File: src/tmz_map.svh
`ifndef TMZ_MAP_SVH
`define TMZ_MAP_SVH

// Register indexes; byte address is four times the index
`define TMZ_IDX_LOW 11'h59C
`define TMZ_IDX_HIGH 11'h59D
`define TMZ_IDX_CTL0 11'h59E
`define TMZ_IDX_CTL1 11'h59F
`define TMZ_IDX_STAT 11'h5A0

// Main control fields
`define TMZ_CTL0_EN 7
`define TMZ_CTL0_RSV 6
`define TMZ_CTL0_OUT 5
`define TMZ_CTL0_W16 4
`define TMZ_CTL0_OPS_LSB 0

// Clock config fields
`define TMZ_CTL1_CS_LSB 5
`define TMZ_CTL1_ASYNC 4
`define TMZ_CTL1_CKPS_LSB 0

// Status fields
`define TMZ_STAT_FLAG 0
`define TMZ_STAT_IE 1

// Reset values
`define TMZ_RST_BYTE 8'h00

// Instruction clock is system clock divided by four
`define TMZ_INSTR_DIV 4
`define TMZ_INSTR_LAST 2'h3

`endif

File: src/tmz_pkg.sv
package tmz_pkg;

    // Clock source select codes
    typedef enum logic [2:0] {
        TMZ_SRC_PIN = 3'h0,
        TMZ_SRC_PIN_INV = 3'h1,
        TMZ_SRC_INSTR = 3'h2,
        TMZ_SRC_HFO = 3'h3,
        TMZ_SRC_LFO = 3'h4,
        TMZ_SRC_MFO = 3'h5,
        TMZ_SRC_SECONDARY_OSC = 3'h6,
        TMZ_SRC_LC1 = 3'h7
    } tmz_src_e;

    // External counting sources, all asynchronous
    typedef struct packed {
        logic input_pin;
        logic high_freq_osc;
        logic low_freq_osc;
        logic mid_freq_osc;
        logic secondary_osc;
        logic logic_cell_one_output;
    } tmz_src_s;

    // Stored clock configuration
    typedef struct packed {
        tmz_src_e clock_source_select;
        logic async_select_bit;
        logic [3:0] prescale_select;
    } tmz_ctl1_s;

    // Prescaler terminal count for a ratio of 2**sel
    function automatic logic [14:0] tmz_pre_mask(input logic [3:0] sel);
        tmz_pre_mask = 15'(({16'h0000, 1'b1} << sel) - 17'h0_0001);
    endfunction

endpackage

File: src/tmz_clk_sel.sv
`timescale 1ns/1ps
`include "tmz_map.svh"

module tmz_clk_sel (
    // Clock and reset
    input wire logic pclk,
    input wire logic presetn,
    // Sources
    input wire tmz_pkg::tmz_src_s src,
    input wire logic instr_en,
    input wire tmz_pkg::tmz_src_e sel,
    // Rising edge of selected source
    output logic rise
);
    import tmz_pkg::*;

    tmz_src_s sync1; // First stage, read only by sync2
    tmz_src_s sync2; // Second stage
    logic lvl; // Selected level one cycle ago
    logic cur; // Selected level now

    // Two flops on every asynchronous source
    always_ff @(posedge pclk or negedge presetn) begin
        if (!presetn) begin
            sync1 <= '0;
            sync2 <= '0;
        end else begin
            sync1 <= src;
            sync2 <= sync1;
        end
    end

    // Source mux
    always_comb begin
        case (sel)
            TMZ_SRC_PIN: cur = sync2.input_pin; // [RULE7]
            TMZ_SRC_PIN_INV: cur = ~sync2.input_pin;
            TMZ_SRC_INSTR: cur = 1'b0;
            TMZ_SRC_HFO: cur = sync2.high_freq_osc;
            TMZ_SRC_LFO: cur = sync2.low_freq_osc;
            TMZ_SRC_MFO: cur = sync2.mid_freq_osc;
            TMZ_SRC_SECONDARY_OSC: cur = sync2.secondary_osc;
            TMZ_SRC_LC1: cur = sync2.logic_cell_one_output;
            default: cur = 1'b0;
        endcase
    end

    // Edge detect; a reselect may give one stray edge, which reaches the prescaler after the write has cleared it
    always_ff @(posedge pclk or negedge presetn) begin
        if (!presetn) begin
            lvl <= 1'b0;
            rise <= 1'b0;
        end else begin
            lvl <= cur;
            rise <= (sel == TMZ_SRC_INSTR) ? instr_en : (cur & ~lvl); // [RULE7]
        end
    end
endmodule // tmz_clk_sel

File: src/tmz_prescale.sv
`timescale 1ns/1ps

module tmz_prescale (
    // Clock and reset
    input wire logic pclk,
    input wire logic presetn,
    // Control
    input wire logic clr,
    input wire logic [3:0] sel,
    // Events
    input wire logic in_pulse,
    output logic out_pulse
);
    import tmz_pkg::*;

    logic [14:0] cnt; // Hidden prescale count

    // Counts input edges, one output per 2**sel
    always_ff @(posedge pclk or negedge presetn) begin
        if (!presetn) begin
            cnt <= 15'h0000;
            out_pulse <= 1'b0;
        end else if (clr) begin
            cnt <= 15'h0000;
            out_pulse <= 1'b0;
        end else if (in_pulse && cnt >= tmz_pre_mask(sel)) begin
            cnt <= 15'h0000; // [RULE9]
            out_pulse <= 1'b1;
        end else begin
            cnt <= in_pulse ? cnt + 15'h0001 : cnt;
            out_pulse <= 1'b0;
        end
    end
endmodule // tmz_prescale

File: src/tmz_timer.sv
// Chosen here: the APB register port.
`timescale 1ns/1ps
`include "tmz_map.svh"

// Function
// RULE1: Low register is 8-bit count or low byte
// RULE2: 8-bit mode: high is period, wrap to zero
// RULE3: 16-bit mode: high holds upper count byte
// RULE4: Counts only while enable bit is set
// RULE5: Width bit: 1 is 16-bit, 0 8-bit
// RULE6: Postscaler divides output events by field+1
// RULE7: Clock select picks one of eight sources
// RULE8: Async bit bypasses instruction clock sync
// RULE9: Prescaler divides clock by two to field
// RULE10: Period match clears low, reloads period buffer
// RULE11: Output toggles after postscaler on match/rollover
// RULE12: Flag set on toggle, enable requests interrupt
// RULE13: Scaler counters clear on low/control writes, reset
// RULE14: Buffered high byte gives atomic 16-bit access
// RULE15: Bit 6 reads zero; output bit read-only
module tmz_timer (
    // Clock and reset
    input wire logic pclk,
    input wire logic presetn,
    // APB slave
    input wire logic psel,
    input wire logic penable,
    input wire logic pwrite,
    input wire logic [12:0] paddr,
    input wire logic [31:0] pwdata,
    output logic [31:0] prdata,
    output logic pready,
    output logic pslverr,
    // Counting sources
    input wire tmz_pkg::tmz_src_s src,
    // Timer results
    output logic timer_output,
    output logic timer_irq
);
    import tmz_pkg::*;

    // Main control fields
    logic timer_enable_bit;
    logic width_select_bit;
    logic [3:0] postscale_select;
    // Clock config
    tmz_ctl1_s clock_config_reg;
    // Count and period state
    logic [7:0] count_low_reg; // Low counter
    logic [7:0] period_high_reg; // Period, or high byte buffer
    logic [7:0] count_high; // True high byte in 16-bit mode
    logic [7:0] period_buf; // Compare copy of the period
    // Postscaler and interrupt
    logic [3:0] post_cnt;
    logic timer_irq_flag;
    logic timer_irq_enable;
    // Instruction clock divider
    logic [1:0] instr_div;
    logic instr_en;
    // Synchronous mode pending edge
    logic pend;

    // Bus decode
    logic [10:0] idx;
    logic aligned;
    logic hit_low, hit_high, hit_ctl0, hit_ctl1, hit_stat;
    logic mapped;
    logic done; // Completion edge of an access
    logic wr, rd;
    logic wr_low, wr_high, wr_ctl0, wr_ctl1, wr_stat;
    logic rd_low;
    logic [7:0] rd_byte;

    // Counting chain
    logic src_rise;
    logic pre_pulse;
    logic cnt_tick;
    logic period_hit;
    logic roll_hit;
    logic tmr_event;
    logic post_hit;
    logic scaler_clr;

    assign idx = paddr[12:2];
    assign aligned = (paddr[1:0] == 2'h0);
    assign hit_low = aligned && idx == `TMZ_IDX_LOW;
    assign hit_high = aligned && idx == `TMZ_IDX_HIGH;
    assign hit_ctl0 = aligned && idx == `TMZ_IDX_CTL0;
    assign hit_ctl1 = aligned && idx == `TMZ_IDX_CTL1;
    assign hit_stat = aligned && idx == `TMZ_IDX_STAT;
    assign mapped = hit_low | hit_high | hit_ctl0 | hit_ctl1 | hit_stat;

    // Side effects happen at the edge where the master sees pready
    assign done = psel & penable & pready;
    assign wr = done & pwrite & mapped;
    assign rd = done & ~pwrite & mapped;
    assign wr_low = wr & hit_low;
    assign wr_high = wr & hit_high;
    assign wr_ctl0 = wr & hit_ctl0;
    assign wr_ctl1 = wr & hit_ctl1;
    assign wr_stat = wr & hit_stat;
    assign rd_low = rd & hit_low;

    // Read mux
    always_comb begin
        rd_byte = 8'h00;
        if (hit_low) begin
            rd_byte = count_low_reg;
        end else if (hit_high) begin
            rd_byte = period_high_reg; // [RULE14]
        end else if (hit_ctl0) begin
            // Bit 6 always zero, output bit shows the live level
            rd_byte = {timer_enable_bit, 1'b0, timer_output, width_select_bit, postscale_select}; // [RULE15]
        end else if (hit_ctl1) begin
            rd_byte = clock_config_reg;
        end else if (hit_stat) begin
            rd_byte = {6'h00, timer_irq_enable, timer_irq_flag};
        end
    end

    // One wait state so every bus output comes from a flop
    always_ff @(posedge pclk or negedge presetn) begin
        if (!presetn) begin
            pready <= 1'b0;
            prdata <= 32'h0000_0000;
            pslverr <= 1'b0;
        end else begin
            pready <= psel & penable & ~pready;
            if (psel & penable & ~pready) begin
                prdata <= pwrite ? 32'h0000_0000 : {24'h00_0000, rd_byte};
                pslverr <= ~mapped;
            end else begin
                prdata <= 32'h0000_0000;
                pslverr <= 1'b0;
            end
        end
    end

    // Main control register; bits 6 and 5 ignore writes
    always_ff @(posedge pclk or negedge presetn) begin
        if (!presetn) begin
            timer_enable_bit <= 1'b0;
            width_select_bit <= 1'b0;
            postscale_select <= 4'h0;
        end else if (wr_ctl0) begin
            timer_enable_bit <= pwdata[`TMZ_CTL0_EN]; // [RULE4]
            width_select_bit <= pwdata[`TMZ_CTL0_W16]; // [RULE5]
            postscale_select <= pwdata[`TMZ_CTL0_OPS_LSB +: 4]; // [RULE15]
        end
    end

    // Clock config register
    always_ff @(posedge pclk or negedge presetn) begin
        if (!presetn) begin
            clock_config_reg <= tmz_ctl1_s'(`TMZ_RST_BYTE);
        end else if (wr_ctl1) begin
            clock_config_reg <= tmz_ctl1_s'(pwdata[7:0]);
        end
    end

    // Instruction clock enable, system clock over four
    always_ff @(posedge pclk or negedge presetn) begin
        if (!presetn) begin
            instr_div <= 2'h0;
        end else begin
            instr_div <= instr_div + 2'h1;
        end
    end
    assign instr_en = (instr_div == `TMZ_INSTR_LAST);

    // Source select and edge detect
    tmz_clk_sel u_clk_sel (
        .pclk(pclk),
        .presetn(presetn),
        .src(src),
        .instr_en(instr_en),
        .sel(clock_config_reg.clock_source_select),
        .rise(src_rise)
    );

    // Writes to low or either control register restart both scalers
    assign scaler_clr = wr_low | wr_ctl0 | wr_ctl1; // [RULE13]

    // Input prescaler, held clear while disabled
    tmz_prescale u_prescale (
        .pclk(pclk),
        .presetn(presetn),
        .clr(scaler_clr | ~timer_enable_bit), // [RULE13]
        .sel(clock_config_reg.prescale_select),
        .in_pulse(src_rise),
        .out_pulse(pre_pulse)
    );

    // Sync mode holds an edge until the next instruction clock
    always_ff @(posedge pclk or negedge presetn) begin
        if (!presetn) begin
            pend <= 1'b0;
        end else if (scaler_clr || clock_config_reg.async_select_bit) begin
            pend <= 1'b0;
        end else if (pre_pulse && !instr_en) begin
            pend <= 1'b1; // A scaler clear or async mode wins over the set
        end else if (instr_en) begin
            pend <= 1'b0;
        end
    end

    // Count tick, bypassing the instruction clock in async mode
    always_comb begin
        if (!timer_enable_bit) begin
            cnt_tick = 1'b0; // [RULE4]
        end else if (clock_config_reg.async_select_bit) begin
            cnt_tick = pre_pulse; // [RULE8]
        end else begin
            cnt_tick = instr_en & (pend | pre_pulse); // [RULE8]
        end
    end

    assign period_hit = ~width_select_bit & (count_low_reg == period_buf);
    assign roll_hit = width_select_bit & (count_low_reg == 8'hFF) & (count_high == 8'hFF);
    assign tmr_event = cnt_tick & (period_hit | roll_hit);

    // Low counter; a bus write beats a tick in the same cycle
    always_ff @(posedge pclk or negedge presetn) begin
        if (!presetn) begin
            count_low_reg <= `TMZ_RST_BYTE;
        end else if (wr_low) begin
            count_low_reg <= pwdata[7:0]; // [RULE1]
        end else if (cnt_tick) begin
            if (period_hit) begin
                count_low_reg <= 8'h00; // [RULE2] [RULE10]
            end else begin
                count_low_reg <= count_low_reg + 8'h01; // [RULE1] [RULE5]
            end
        end
    end

    // High byte of the 16-bit count, loaded from the buffer on a low write
    always_ff @(posedge pclk or negedge presetn) begin
        if (!presetn) begin
            count_high <= `TMZ_RST_BYTE;
        end else if (wr_low && width_select_bit) begin
            count_high <= period_high_reg; // [RULE14]
        end else if (cnt_tick && width_select_bit && count_low_reg == 8'hFF) begin
            count_high <= count_high + 8'h01; // [RULE3]
        end
    end

    // Period or high buffer; a low read snapshots the high byte
    always_ff @(posedge pclk or negedge presetn) begin
        if (!presetn) begin
            period_high_reg <= `TMZ_RST_BYTE;
        end else if (wr_high) begin
            period_high_reg <= pwdata[7:0]; // [RULE2]
        end else if (rd_low && width_select_bit) begin
            period_high_reg <= count_high; // [RULE14]
        end
    end

    // Compare copy, refreshed only on a match so a new period takes effect next round
    always_ff @(posedge pclk or negedge presetn) begin
        if (!presetn) begin
            period_buf <= `TMZ_RST_BYTE;
        end else if (cnt_tick && period_hit) begin
            period_buf <= period_high_reg; // [RULE10]
        end
    end

    assign post_hit = tmr_event & (post_cnt == postscale_select);

    // Output postscaler
    always_ff @(posedge pclk or negedge presetn) begin
        if (!presetn) begin
            post_cnt <= 4'h0;
        end else if (scaler_clr) begin
            post_cnt <= 4'h0; // [RULE13]
        end else if (post_hit) begin
            post_cnt <= 4'h0; // [RULE6]
        end else if (tmr_event) begin
            post_cnt <= post_cnt + 4'h1; // [RULE6]
        end
    end

    // Timer output toggle
    always_ff @(posedge pclk or negedge presetn) begin
        if (!presetn) begin
            timer_output <= 1'b0;
        end else if (post_hit && !scaler_clr) begin
            timer_output <= ~timer_output; // [RULE11]
        end
    end

    // Status register; a toggle beats a clear in the same cycle
    always_ff @(posedge pclk or negedge presetn) begin
        if (!presetn) begin
            timer_irq_flag <= 1'b0;
            timer_irq_enable <= 1'b0;
        end else begin
            if (post_hit && !scaler_clr) begin
                timer_irq_flag <= 1'b1; // [RULE12]
            end else if (wr_stat && pwdata[`TMZ_STAT_FLAG]) begin
                timer_irq_flag <= 1'b0; // Write one to clear
            end
            if (wr_stat) begin
                timer_irq_enable <= pwdata[`TMZ_STAT_IE];
            end
        end
    end

    // Interrupt request, one cycle behind the flag
    always_ff @(posedge pclk or negedge presetn) begin
        if (!presetn) begin
            timer_irq <= 1'b0;
        end else begin
            timer_irq <= timer_irq_flag & timer_irq_enable; // [RULE12]
        end
    end
endmodule // tmz_timer

File: config.mk
export PLATFORM = sky130hd
export DESIGN_NAME = tmz_timer
export DESIGN_NICKNAME = d
export VERILOG_FILES = /design/src/tmz_pkg.sv /design/src/tmz_clk_sel.sv /design/src/tmz_prescale.sv /design/src/tmz_timer.sv
export VERILOG_INCLUDE_DIRS = /design/src
export SDC_FILE = /design/constraint.sdc
export NUM_CORES = 1
export LEC_CHECK = 0
export BUFFER_PORTS_ARGS = -buffer_cell sky130_fd_sc_hd__buf_2
export CAP_MARGIN = 10
export CORE_MARGIN = 3
export CORE_UTILIZATION = 57
export CTS_BUF_LIST = sky130_fd_sc_hd__clkbuf_4 sky130_fd_sc_hd__clkbuf_8 sky130_fd_sc_hd__clkbuf_16
export DETAILED_ROUTE_END_ITERATION = 6
export PLACE_DENSITY_LB_ADDON = 0.05
export RECOVER_POWER = 100
export SLEW_MARGIN = 20
export SYNTH_ARGS = -nofsm -noshare
export SYNTH_HDL_FRONTEND = slang
export SYNTH_HIERARCHICAL = 1
export SYNTH_SLANG_ARGS = --single-unit
File: constraint.sdc
create_clock -name pclk -period 6.4 [get_ports pclk]
set_input_delay 0 -clock pclk [delete_from_list [all_inputs] [get_ports pclk]]
set_output_delay 0 -clock pclk [all_outputs]
set_load 0.005 [all_outputs]
# == Yosys cells after proc, flatten, opt, wreduce, memory -nomap -nowiden ==
# Index checks and enable logic that the tools add are counted.
# totals
out_inout_bits,36
inputBits,56
register_bits,121
# classes
n_addsub,6
n_shift,1
n_reduce_logical,26
eq_ne,17
n_bitwise,38
muxes,32
magnitude_cmp,1
# ops
cell,n
8-bit two-way mux,13
"11-bit == test, second input constant",5
15-bit two-way mux,3
1-bit bitwise AND,21
"8-bit by 1-bit adder with 8-bit output, second input constant",2
"8-bit == test, second input constant",2
"15-bit by 1-bit adder with 15-bit output, second input constant",1
15-bit greater-or-equal comparator,1
"1-bit by 4-bit << shifter with 15-bit output, first input constant",1
"15-bit by 1-bit subtractor with 15-bit output, second input constant",1
1-bit logical AND,14
"3-bit == test, second input constant",4
4-bit two-way mux,3
1-bit two-way mux,11
1-bit OR,9
3-bit nonzero test,3
8-bit == test,1
1-bit NOT,8
1-bit one-hot mux with 8 select lines,1
2-bit nonzero test,4
"3-bit by 2-bit == test with 1-bit output, second input constant",2
"4-bit by 1-bit adder with 4-bit output, second input constant",1
4-bit == test,1
"3-bit by 1-bit == test with 1-bit output, second input constant",1
other kinds (7),8

# == Depth between registers and ports, before layout ==
# Gate-level depths: netlist (run 1).
# depth
depth_word,13
ltp_mapped,15
mapped_depth_nobuf,12

# == By module ==
# The synthesis (run 1) kept the hierarchy.
# modules_own_cells
module,instances,area_per_inst_um2,cells_per_inst,seq_area_each_um2
tmz_timer,1,3652.3,381,1676.6
tmz_prescale,1,1431.4,180,400.4
tmz_clk_sel,1,439.2,27,350.3

# == Worst setup path after synthesis (run 1) ==
# OpenSTA, ideal clock, no wires.
# synth_path
path_type,flip-flop to flip-flop
from,register clock_config_reg[1] (netlist name)
to,register u_prescale.cnt[3]
synth_period_minus_slack_ns,3.487
required_ns,6.279
setup_ns,0.121
path_stages_with_launch,16
arrival_ns,3.366
path_slack_ns,2.913
path_cell_list,dfrtp_1 -> clkbuf_1 -> or2_2 -> or3_1 -> ha_1 -> clkbuf_1 -> nor3_1 -> a21o_1 -> a32oi_1 -> ha_1 -> nand4_1 -> nor4_1 -> a211oi_1 -> clkbuf_1 -> a31o_2 -> a22o_1
# synth_via
elab_chain_len,6
# synth_lines
element,line,rtl
start: declaration,tmz_timer.sv:47,tmz_ctl1_s clock_config_reg;
start signal: assignment,tmz_timer.sv:155,clock_config_reg <= tmz_ctl1_s'(`TMZ_RST_BYTE);
start signal: assignment,tmz_timer.sv:157,clock_config_reg <= tmz_ctl1_s'(pwdata[7:0]);
1-bit by 4-bit << shifter with 15-bit output *,tmz_pkg.sv:34,"tmz_pre_mask = 15'(({16'h0000, 1'b1} << sel) - 17'h0_0001);"
15-bit by 1-bit subtractor with 15-bit output *,tmz_pkg.sv:34,
15-bit greater-or-equal comparator *,tmz_prescale.sv:26,end else if (in_pulse && cnt >= tmz_pre_mask(sel)) begin
1-bit logical AND *,tmz_prescale.sv:26,
15-bit two-way mux,tmz_prescale.sv:26,
15-bit two-way mux,tmz_prescale.sv:23,end else if (clr) begin
end signal: assignment,tmz_prescale.sv:30,cnt <= in_pulse ? cnt + 15'h0001 : cnt;
end: declaration,tmz_prescale.sv:16,logic [14:0] cnt;
# Mark *: on every way between the ends. The rest lies on a longest branch, timed or not.
# A chain may end at the register's enable or synchronous reset.

# == Worst setup path after layout (run 1) ==
# layout_path
from,register count_low_reg[1]
to,register timer_output
# layout_via
elab_chain_len,7
# layout_lines
element,line,rtl
start: declaration,tmz_timer.sv:49,logic [7:0] count_low_reg;
start signal: assignment,tmz_timer.sv:225,count_low_reg <= `TMZ_RST_BYTE;
start signal: assignment,tmz_timer.sv:227,count_low_reg <= pwdata[7:0];
start signal: assignment,tmz_timer.sv:232,count_low_reg <= count_low_reg + 8'h01;
8-bit == test,tmz_timer.sv:219,assign roll_hit = width_select_bit & (count_low_reg == 8'hFF) & (count_high == 8'hFF);
1-bit bitwise AND (2 in a row),tmz_timer.sv:219,
1-bit OR *,tmz_timer.sv:220,assign tmr_event = cnt_tick & (period_hit | roll_hit);
1-bit bitwise AND *,tmz_timer.sv:220,
1-bit bitwise AND *,tmz_timer.sv:268,assign post_hit = tmr_event & (post_cnt == postscale_select);
1-bit logical AND *,tmz_timer.sv:287,end else if (post_hit && !scaler_clr) begin
end signal: assignment,tmz_timer.sv:288,timer_output <= ~timer_output;
end: declaration,tmz_timer.sv:37,"output logic timer_output,"
# Marked as above.

==> results.yml, run 1 <==
power:
  pwr-share-comb: 0.045
  ir_worst_vdd_mv: 0.114
  total_power_mw: 1.11
  p_int_mw: 0.856
  total_leakage_power_nw: 2.73
  switching_share: 0.229
  powerDensity_nw_per_um2: 183
  switching_power_mw: 0.254
  power.share.sequential: 0.558
  clockPowerShare: 0.397
die:
  die-area_um2: 10900
  fp.dieH_um: 104
  die_x_um: 104
  rows: 35
  io_pins: 92
  start_util: 0.592
  core_area_um2: 9330
sta:
  slew_violations: 51
  finalCritPeriodShare: 0.749
  fmax_mhz: 209
  rsz0062_at_grt: "false"
  hold_viol_final: 0
  holdWs_ns: 0.0282
  tightest_slew_ns: 3.07
  finalSetupTns_ns: 0
  relSlewSlack: -1.10
  skew_ns: 0.0148
  finalSetupViolations: 0
  worst_slack_ns: 1.61
  fin_crit_ns: 4.79
route:
  ant_nets: 0
  vias: 4544
  first_pass_iters: 5
  viasPerCell: 5.92
  drt-total-wl_um: 13100
  wl_per_cell_um: 17.0
  drt_iter0_drc: 320
  route.detailed.drc: 0
hold_path:
  hold_depth: 3
  hold_class: "input port to flop"
yosys:
  avgSynthCellArea_um2: 9.39
  synth_top_area_frac: 0.440
  yosys-top-cells-area: "dfrtp_1 44%, ha_1 4.8%, nor2_1 3.8%"
  syn_inst: 588
  async_flop_share: 1.00
  ys.flop_type: "dfrtp_1"
  synth_edf_count: 0
  yosysSeqAreaShare: 0.440
  syn_area_um2: 5520
  synth.distinct_cells: 56
  synth_seq_cells: 97
  synth_top_area_cell: "dfrtp_1"
  synth-warning-count: 6
cts:
  insertion_delay_ns: 0.36
  cts_tree: "built"
  path_clk_slew_ns: 0.10
  numCtsBuffers: 9
  clkSinkCount: 97
  cts_buffer_depth: 2
  htreeDepth: 3
  cts_root_buf: "clkbuf_8"
setup_path:
  reg2regPathDepth: 6
  crit_fanout: 10
  arrival_ns: 5.00
  cpMaxStageDelayCell: "a2111oi_0"
  critPathLaunchType: "flop"
  criticalPathCategory: "flop to flop"
  path_cells: "ha_1, nand4_1, a2111oi_0, nand2_1, a211oi_1, xor2_1"
  cpLargestDelayFamily: "compound AO/OA/AOI/OAI gates"
  critPathBufInv: 0
  slowest_delay_ns: 2.43
  endpoint_kind: "flop"
  crit_required_ns: 6.61
  worst-path-stages: 6
global_route:
  track_usage: 0.249
  grt_max_degree: 60
  grt_pass1_vias: 4323
  grt_pass1_wl_um: 21800
  antenna_found_initial: 0
  grt_overflow: 0
final_layout:
  largest_reg_flops: 15
  drive_above_1_share: 0.118
  fin_util: 0.651
  fill_cells: 793
  final_net_count: 711
  syn2layout_area_growth_pct: 9.95
  regMostFlops: "u_prescale/cnt"
  diodes: 0
place:
  place.gp.congestion: 0.883
  io_buffers: 43
  hpwl_um: 9540
  pre_cts_slack_ns: 2.28
run:
  maxCapViolCount: 2
run_status:
  violations: "capacitance limit, slew limit"
  status: "finished with violations"
kinds of logic after synthesis:
| logic type | after synthesis | share of synthesized area |
|---|---|---|
| other | 1 | 0.000679 |
| adders and majority gates | 21 | 0.0476 |
| AOI/OAI and AO/OA | 124 | 0.147 |
| and+or+nand+nor | 217 | 0.198 |
| DFF | 97 | 0.440 |
| xor gates and xnor gates | 21 | 0.0333 |
| buffers and inverters | 72 | 0.0675 |
| muxes | 35 | 0.0668 |
timing repair:
action | 4_1_cts | 5_1_grt
endpoints found under the setup margin | 0 | 0
hold endpoints to repair | 78 | 0
buffers inserted | 0 | 0
gates resized for setup | 0 | 0
hold buffers | 16 | 0
metrics by stage:
| step | area, um^2 | instances |
|---|---|---|
| global route | 6070 | 767 |
| detailed placement | 5730 | 736 |
| finish | 6070 | 767 |
| global placement | 5730 | 736 |
| CTS | 6110 | 767 |
| floorplan | 5610 | 611 |
synthesized netlist by cell type, types with 2 or more instances:
cell,instances
a22oi_1,2
a211oi_1,3
xnor2_1,14
nand4_1,18
mux2i_1,20
nor3_1,12
nand2_1,55
nand3b_1,5
and2_1,4
a2111oi_0,7
a31oi_1,25
nor2_1,56
o21ai_0,19
dfrtp_1,97
inv_1,21
or4_4,2
and4_1,3
a21o_1,5
nand2b_1,4
nand4b_1,4
mux2_2,15
or2_2,3
xor2_1,7
and3_1,6
buf_4,25
buf_1,2
nor4_1,9
nand3_1,28
o211ai_1,10
clkbuf_1,22
a22o_1,3
a31o_2,2
o31a_1,3
a21oi_1,35
ha_1,21
final timing paths:
| path | start | end | slack, ns |
|---|---|---|---|
| max | count_low_reg[1] | timer_output | 1.61 |
| min | psel | pready | 0.03 |
| max reg2reg | count_low_reg[1] | timer_output | 1.61 |
| min reg2reg | u_clk_sel/sync1[5] | u_clk_sel/sync2[5] | 0.36 |
| max in group asynchronous | presetn | count_high[5] | 4.05 |
| min in group asynchronous | presetn | u_prescale/cnt[6] | 0.72 |
layout make-up:
class | instances | area (um^2) | share of cell area
multi-input cells | 442 | 2800 | 0.461
well taps | 129 | 161 | 0.0266
inverters | 21 | 78.8 | 0.0130
clock buffers | 9 | 124 | 0.0204
clock inverters | 6 | 92.6 | 0.0152
flip-flops and latches | 97 | 2430 | 0.400
repair buffers | 63 | 389 | 0.0641
worst min-delay path, delay by kind of cell:
kind          cells  cell delay (ns)
simple gates      1             0.16
buf+inv           2             0.19
layout by cell type (no fill, tap or decap), types with 14 or more instances in the layout:
| master | n |
|---|---|
| a21oi_1 | 35 |
| a31oi_1 | 25 |
| buf_2 | 33 |
| conb_1 | 24 |
| dfrtp_1 | 97 |
| dlygate4sd3_1 | 16 |
| ha_1 | 21 |
| inv_1 | 21 |
| mux2_2 | 15 |
| mux2i_1 | 20 |
| nand2_1 | 55 |
| nand3_1 | 28 |
| nand4_1 | 18 |
| nor2_1 | 56 |
| o21ai_0 | 19 |
| xnor2_1 | 14 |
power groups by stage:
stage	Sequential [mW]	Clock [mW]	Combinational, mW
5_1_grt	0.620	0.475	0.0567
4_1_cts	0.619	0.450	0.0507
6_report	0.619	0.441	0.0501
2_1_floorplan	0.631	0	0.0240
3_3_place_gp	0.631	0	0.0424
3_5_place_dp	0.632	0	0.0432
metal layers:
layer,track usage,part of all wire,up-vias
met1,0.371,0.47,2190
met2,0.368,0.45,162
li1,-,-,2179
met3,0.0534,0.071,13
met4,0.0684,0.012,0
met5,0,0,-
No activity file was read; power rests on OpenSTA's default activity.
==> inputs of run 2 (changes only) <==
- CORE_UTILIZATION: 57 -> 51
- clock period: 6.4 -> 4.1 ns (I/O delays scaled with it)
==> run 2 against run 1 <==
  * The flow still finishes with violations (capacitance limit, slew limit)
  * Cell count grew 1.6%
  * Global-route usage shrank 1.3 points
  * Worst hold slack is essentially flat
  * Routed wire length grew 1.9%
  * First-iteration DRC count grew 4.1%
  * Sequential share of layout area shrank 0.30 points
  * Non-clock buffer count grew 4
  * Largest power group unchanged
  * Via count shrank 0.59%
  * Highest routed layer unchanged
  * Total power grew 50%
  * Core utilization shrank 6.4 points
==> results.yml, run 2 (synthesis results as in run 1) <==
hold_path:
  hold_depth: 2
  hold_class: "input port to flop"
  hold_start: "paddr[3]"
  min_to: "prdata[2]"
setup_path:
  critPathLaunchType: "flop"
  r2r-start: "clock_config_reg[1]"
  crit_top_cell: "ha_1"
  endpoint_kind: "flop"
  r2r_slack_ns: 0.27
  crit_fanout: 11
  slowest_delay_ns: 0.61
  arrival_ns: 4.11
  cpMaxStageDelayCell: "nor4_1"
  path_cells: "or2_2, or3_1, ha_1, nor3_1, a21o_1, a32oi_1, ha_1, nand4_1, nor4_1, a211oi_4, and2_1, a22o_1"
  crit_required_ns: 4.38
  criticalPathCategory: "flop to flop"
  r2r_end: "u_prescale/cnt[1]"
  reg2regPathDepth: 12
global_route:
  grt_max_degree: 58
  track_usage: 0.236
  grt_pass1_vias: 4289
  antenna_found_initial: 0
  grt_pass1_wl_um: 21800
  grt_overflow: 0
route:
  first_pass_iters: 5
  drt-total-wl_um: 13300
  vias: 4517
  wl_per_cell_um: 17.1
  ant_nets: 0
  route.detailed.drc: 0
  viasPerCell: 5.80
  drt_iter0_drc: 333
power:
  total_power_mw: 1.67
  powerDensity_nw_per_um2: 272
  ir_worst_vdd_mv: 0.202
  total_leakage_power_nw: 2.75
cts:
  cts_root_buf: "clkbuf_8"
  postCtsSetupRepairBufs: 0
  cts_buffer_depth: 2
  clkSinkCount: 97
  insertion_delay_ns: 0.38
  numCtsBuffers: 9
  htreeDepth: 3
  path_clk_slew_ns: 0.11
  cts_tree: "built"
sta:
  skew_ns: 0.0123
  tightest_slew_ns: 3.21
  fin_crit_ns: 3.83
  finalSetupTns_ns: 0
  finalCritPeriodShare: 0.934
  worst_slack_ns: 0.272
  rsz0062_at_grt: "false"
  finalSetupViolations: 0
  holdWs_ns: 0.0283
  slew_violations: 58
  relSlewSlack: -1.14
  fmax_mhz: 261
  hold_viol_final: 0
place:
  place_area_um2: 5750
  place.gp.congestion: 0.832
  dp.cells: 744
  pre_cts_slack_ns: 0.307
  hpwl_um: 9790
  io_buffers: 43
die:
  rows: 37
  die_x_um: 110
  core_area_um2: 10400
  io_pins: 92
  fp.dieH_um: 110
  start_util: 0.530
  die-area_um2: 12100
final_layout:
  drive_above_1_share: 0.121
  final_cell_count_no_fill: 779
  regMostFlops: "u_prescale/cnt"
  largest_reg_flops: 15
  fin_util: 0.587
  post-route-cell-area_um2: 6120
  final_net_count: 715
  final_cell_mix: "97 x dfrtp_1, 56 x nor2_1, 55 x nand2_1"
  diodes: 0
  syn2layout_area_growth_pct: 10.8
  layout_commonest_cell: "dfrtp_1"
run_status:
  violations: "capacitance limit, slew limit"
  status: "finished with violations"
run:
  maxCapViolCount: 1
[run 2: changes by cell type in the layout (fill, tap and decap cells not counted), moves of 2 or more]
cell,change
bufinv_16,-2
clkinvlp_4,-2
clkinv_8,+2
inv_6,+2
dlygate4sd3_1,+3
[run 2: worst max-delay path by stage]
| stage | startpoint | to | slack, ns | depth (start not counted) |
|---|---|---|---|---|
| 2_1_floorplan | clock_config_reg[1] | u_prescale/cnt[3] | 0.61 | 15 |
| 5_1_grt | clock_config_reg[1] | u_prescale/cnt[1] | 0.005 | 12 |
| 6_report | clock_config_reg[1] | u_prescale/cnt[1] | 0.27 | 12 |
| 3_5_place_dp | clock_config_reg[1] | u_prescale/cnt[8] | 0.31 | 13 |
| 3_3_place_gp | clock_config_reg[1] | u_prescale/cnt[12] | 0.39 | 13 |
| 4_1_cts | clock_config_reg[1] | u_prescale/cnt[12] | 0.28 | 13 |
[run 2: final cells by class]
class / count / area [um^2]
fill: 944 / 4300
multi-input combinational: 442 / 2820
tap: 136 / 170
clock inverter: 7 / 76.3
timing repair buffer: 67 / 424
clock buffer: 9 / 124
inverter: 21 / 78.8
sequential: 97 / 2430
[run 2: power by group]
part	switching [mW]	internal [mW]	total, mW
Combinational	0.0495	0.0298	0.0793
Clock	0.382	0.239	0.621
Sequential	0.00272	0.964	0.967
Total	0.434	1.23	1.67
[run 2: metal layers]
layer	global-route usage	wire, um	part of all wire
met5	0	0	0
met4	0.0828	233	0.017
met3	0.0379	707	0.053
met2	0.347	5900	0.44
met1	0.352	6490	0.49
[run 2: timing repair]
item                                    in CTS  in global routing
endpoints found under the setup margin       0                  2
hold endpoints to repair                    98                  0
hold buffers                                19                  0
resized for setup                            0                  1
[run 2: worst max-delay path: cells and delay by family, from the launching register on]
kind            cells  cell delay, ns
fa+ha+maj           2            0.67
simple gates        6            1.94
compound gates      4            0.62
flops               1            0.51
==> inputs of run 3 (changes only) <==
--- a/constraint.sdc
+++ b/constraint.sdc
@@ -3,2 +3,2 @@
 set_output_delay 0 -clock pclk [all_outputs]
-set_load 0.005 [all_outputs]
+set_load 0.02 [all_outputs]
==> run 3 against run 2 <==
  * The run still ends with capacitance limit, slew limit left
  * Clock power is essentially flat
  * Global-route usage did not move
  * Worst setup slack got worse by 0.018 ns
  * Sequential power about the same
  * Via count about the same
  * Non-clock buffer count unchanged
  * Sequential share of layout area about the same
  * Critical endpoint unchanged
  * Count of clock-buffer cells in the layout unchanged
  * Largest cell class unchanged
  * Cell area barely moved
  * Die area stayed put
==> results.yml, run 3 (synthesis results as in run 1) <==
sta:
  hold_viol_final: 0
  tightest_slew_ns: 3.21
  fin_crit_ns: 3.85
  skew_ns: 0.0159
  holdWs_ns: 0.0363
  relSlewSlack: -1.14
  finalCritPeriodShare: 0.938
  rsz0062_at_grt: "false"
  fmax_mhz: 260
  slew_violations: 58
  finalSetupViolations: 0
  finalSetupTns_ns: 0
global_route:
  grt_pass1_wl_um: 21800
  track_usage: 0.236
  grt_max_degree: 58
  grt_pass1_vias: 4289
  grt_overflow: 0
  antenna_found_initial: 0
die:
  start_util: 0.530
  die_x_um: 110
  die-area_um2: 12100
  fp.dieH_um: 110
  core_area_um2: 10400
  io_pins: 92
  rows: 37
route:
  first_pass_iters: 4
  vias: 4518
  ant_nets: 0
  viasPerCell: 5.80
  route.detailed.drc: 0
  wl_per_cell_um: 17.1
  drt_iter0_drc: 334
  drt-total-wl_um: 13300
final_layout:
  largest_reg_flops: 15
  final_cell_mix: "97 x dfrtp_1, 56 x nor2_1, 55 x nand2_1"
  final_net_count: 715
  final_cell_count_no_fill: 779
  regMostFlops: "u_prescale/cnt"
  fill_cells: 942
  drive_above_1_share: 0.115
  syn2layout_area_growth_pct: 10.7
  diodes: 0
  layout_commonest_cell: "dfrtp_1"
setup_path:
  crit_fanout: 11
  r2r-start: "clock_config_reg[1]"
  reg2regPathDepth: 12
  r2r_end: "u_prescale/cnt[1]"
  critPathLaunchType: "flop"
  endpoint_kind: "flop"
  r2r_slack_ns: 0.25
  crit_required_ns: 4.39
  criticalPathCategory: "flop to flop"
  arrival_ns: 4.13
place:
  io_buffers: 43
  hpwl_um: 9790
  place.gp.congestion: 0.832
  dp.cells: 744
power:
  clockPowerShare: 0.370
  ir_worst_vdd_mv: 0.203
  power.share.sequential: 0.574
  switching_power_mw: 0.453
  switching_share: 0.268
  total_leakage_power_nw: 2.73
  pwr-share-comb: 0.056
  total_power_mw: 1.69
  p_int_mw: 1.23
  powerDensity_nw_per_um2: 276
cts:
  path_clk_slew_ns: 0.11
  clkSinkCount: 97
  cts_root_buf: "clkbuf_8"
  cts_tree: "built"
  insertion_delay_ns: 0.39
  htreeDepth: 3
  cts_buffer_depth: 2
  numCtsBuffers: 9
hold_path:
  hold_depth: 2
  min_to: "prdata[2]"
  hold_start: "paddr[3]"
  hold_class: "input port to flop"
run:
  maxCapViolCount: 1
run_status:
  violations: "capacitance limit, slew limit"
  status: "finished with violations"
-- run 3: cell count changes in the layout (fill, tap and decap cells not counted) --
cell,previous run,this run
buf_2,34,30
clkbuf_1,11,15
-- run 3: per-stage QoR --
step | setup WS (ns) | instance area [um^2] | util
floorplan | 0.613 | 5610 | -
global placement | 0.387 | 5750 | 0.552
detailed placement | 0.307 | 5750 | 0.552
CTS | 0.278 | 6140 | 0.589
global route | 0.00472 | 6110 | 0.587
finish | 0.254 | 6110 | 0.587
-- run 3: final cells by class --
| class | count | area [um^2] | area share |
|---|---|---|---|
| multi-input cells | 442 | 2820 | 0.461 |
| flip-flops and latches | 97 | 2430 | 0.397 |
| repair buffers | 67 | 419 | 0.0686 |
| well taps | 136 | 170 | 0.0278 |
| clock buffers | 9 | 124 | 0.0203 |
| inverters | 21 | 78.8 | 0.0129 |
| clock inverters | 7 | 76.3 | 0.0125 |
-- run 3: what timing repair did --
action,in CTS,in global routing
setup endpoints to repair,0,2
buffers inserted,0,0
hold endpoints to repair,98,0
gates resized for setup,0,1
hold buffers,19,0
-- run 3: worst max-delay path by stage --
stage / start / endpoint / slack [ns]
after global placement: clock_config_reg[1] / u_prescale/cnt[12] / 0.39
final: clock_config_reg[1] / u_prescale/cnt[1] / 0.25
after detailed placement: clock_config_reg[1] / u_prescale/cnt[8] / 0.31
after floorplan: clock_config_reg[1] / u_prescale/cnt[3] / 0.61
after CTS: clock_config_reg[1] / u_prescale/cnt[12] / 0.28
after global routing: clock_config_reg[1] / u_prescale/cnt[1] / 0.005
-- run 3: power groups by stage --
stage                     logic, mW  registers (mW)  clock network [mW]
after CTS                    0.0965           0.967               0.641
final                        0.0948           0.967               0.624
after global placement       0.0823           0.986                   0
after floorplan              0.0527           0.987                   0
after global routing          0.106           0.968               0.688
after detailed placement     0.0835           0.986                   0
-- run 3: metal layers --
layer / vias up / global-route usage / part of all wire
met5: - / 0 / 0
met4: 0 / 0.0828 / 0.016
met3: 19 / 0.0379 / 0.064
met2: 146 / 0.347 / 0.44
met1: 2169 / 0.352 / 0.48
li1: 2184 / - / -
-- run 3: critical path, stage by stage, from the launching register on --
cell and delay [ns]:
dfrtp_1 0.51, or2_2 0.38, or3_1 0.34, ha_1 0.31, nor3_1 0.23, a21o_1 0.11
a32oi_1 0.11, ha_1 0.36, nand4_1 0.15, nor4_1 0.62, a211oi_4 0.17, and2_1 0.25
a22o_1 0.24
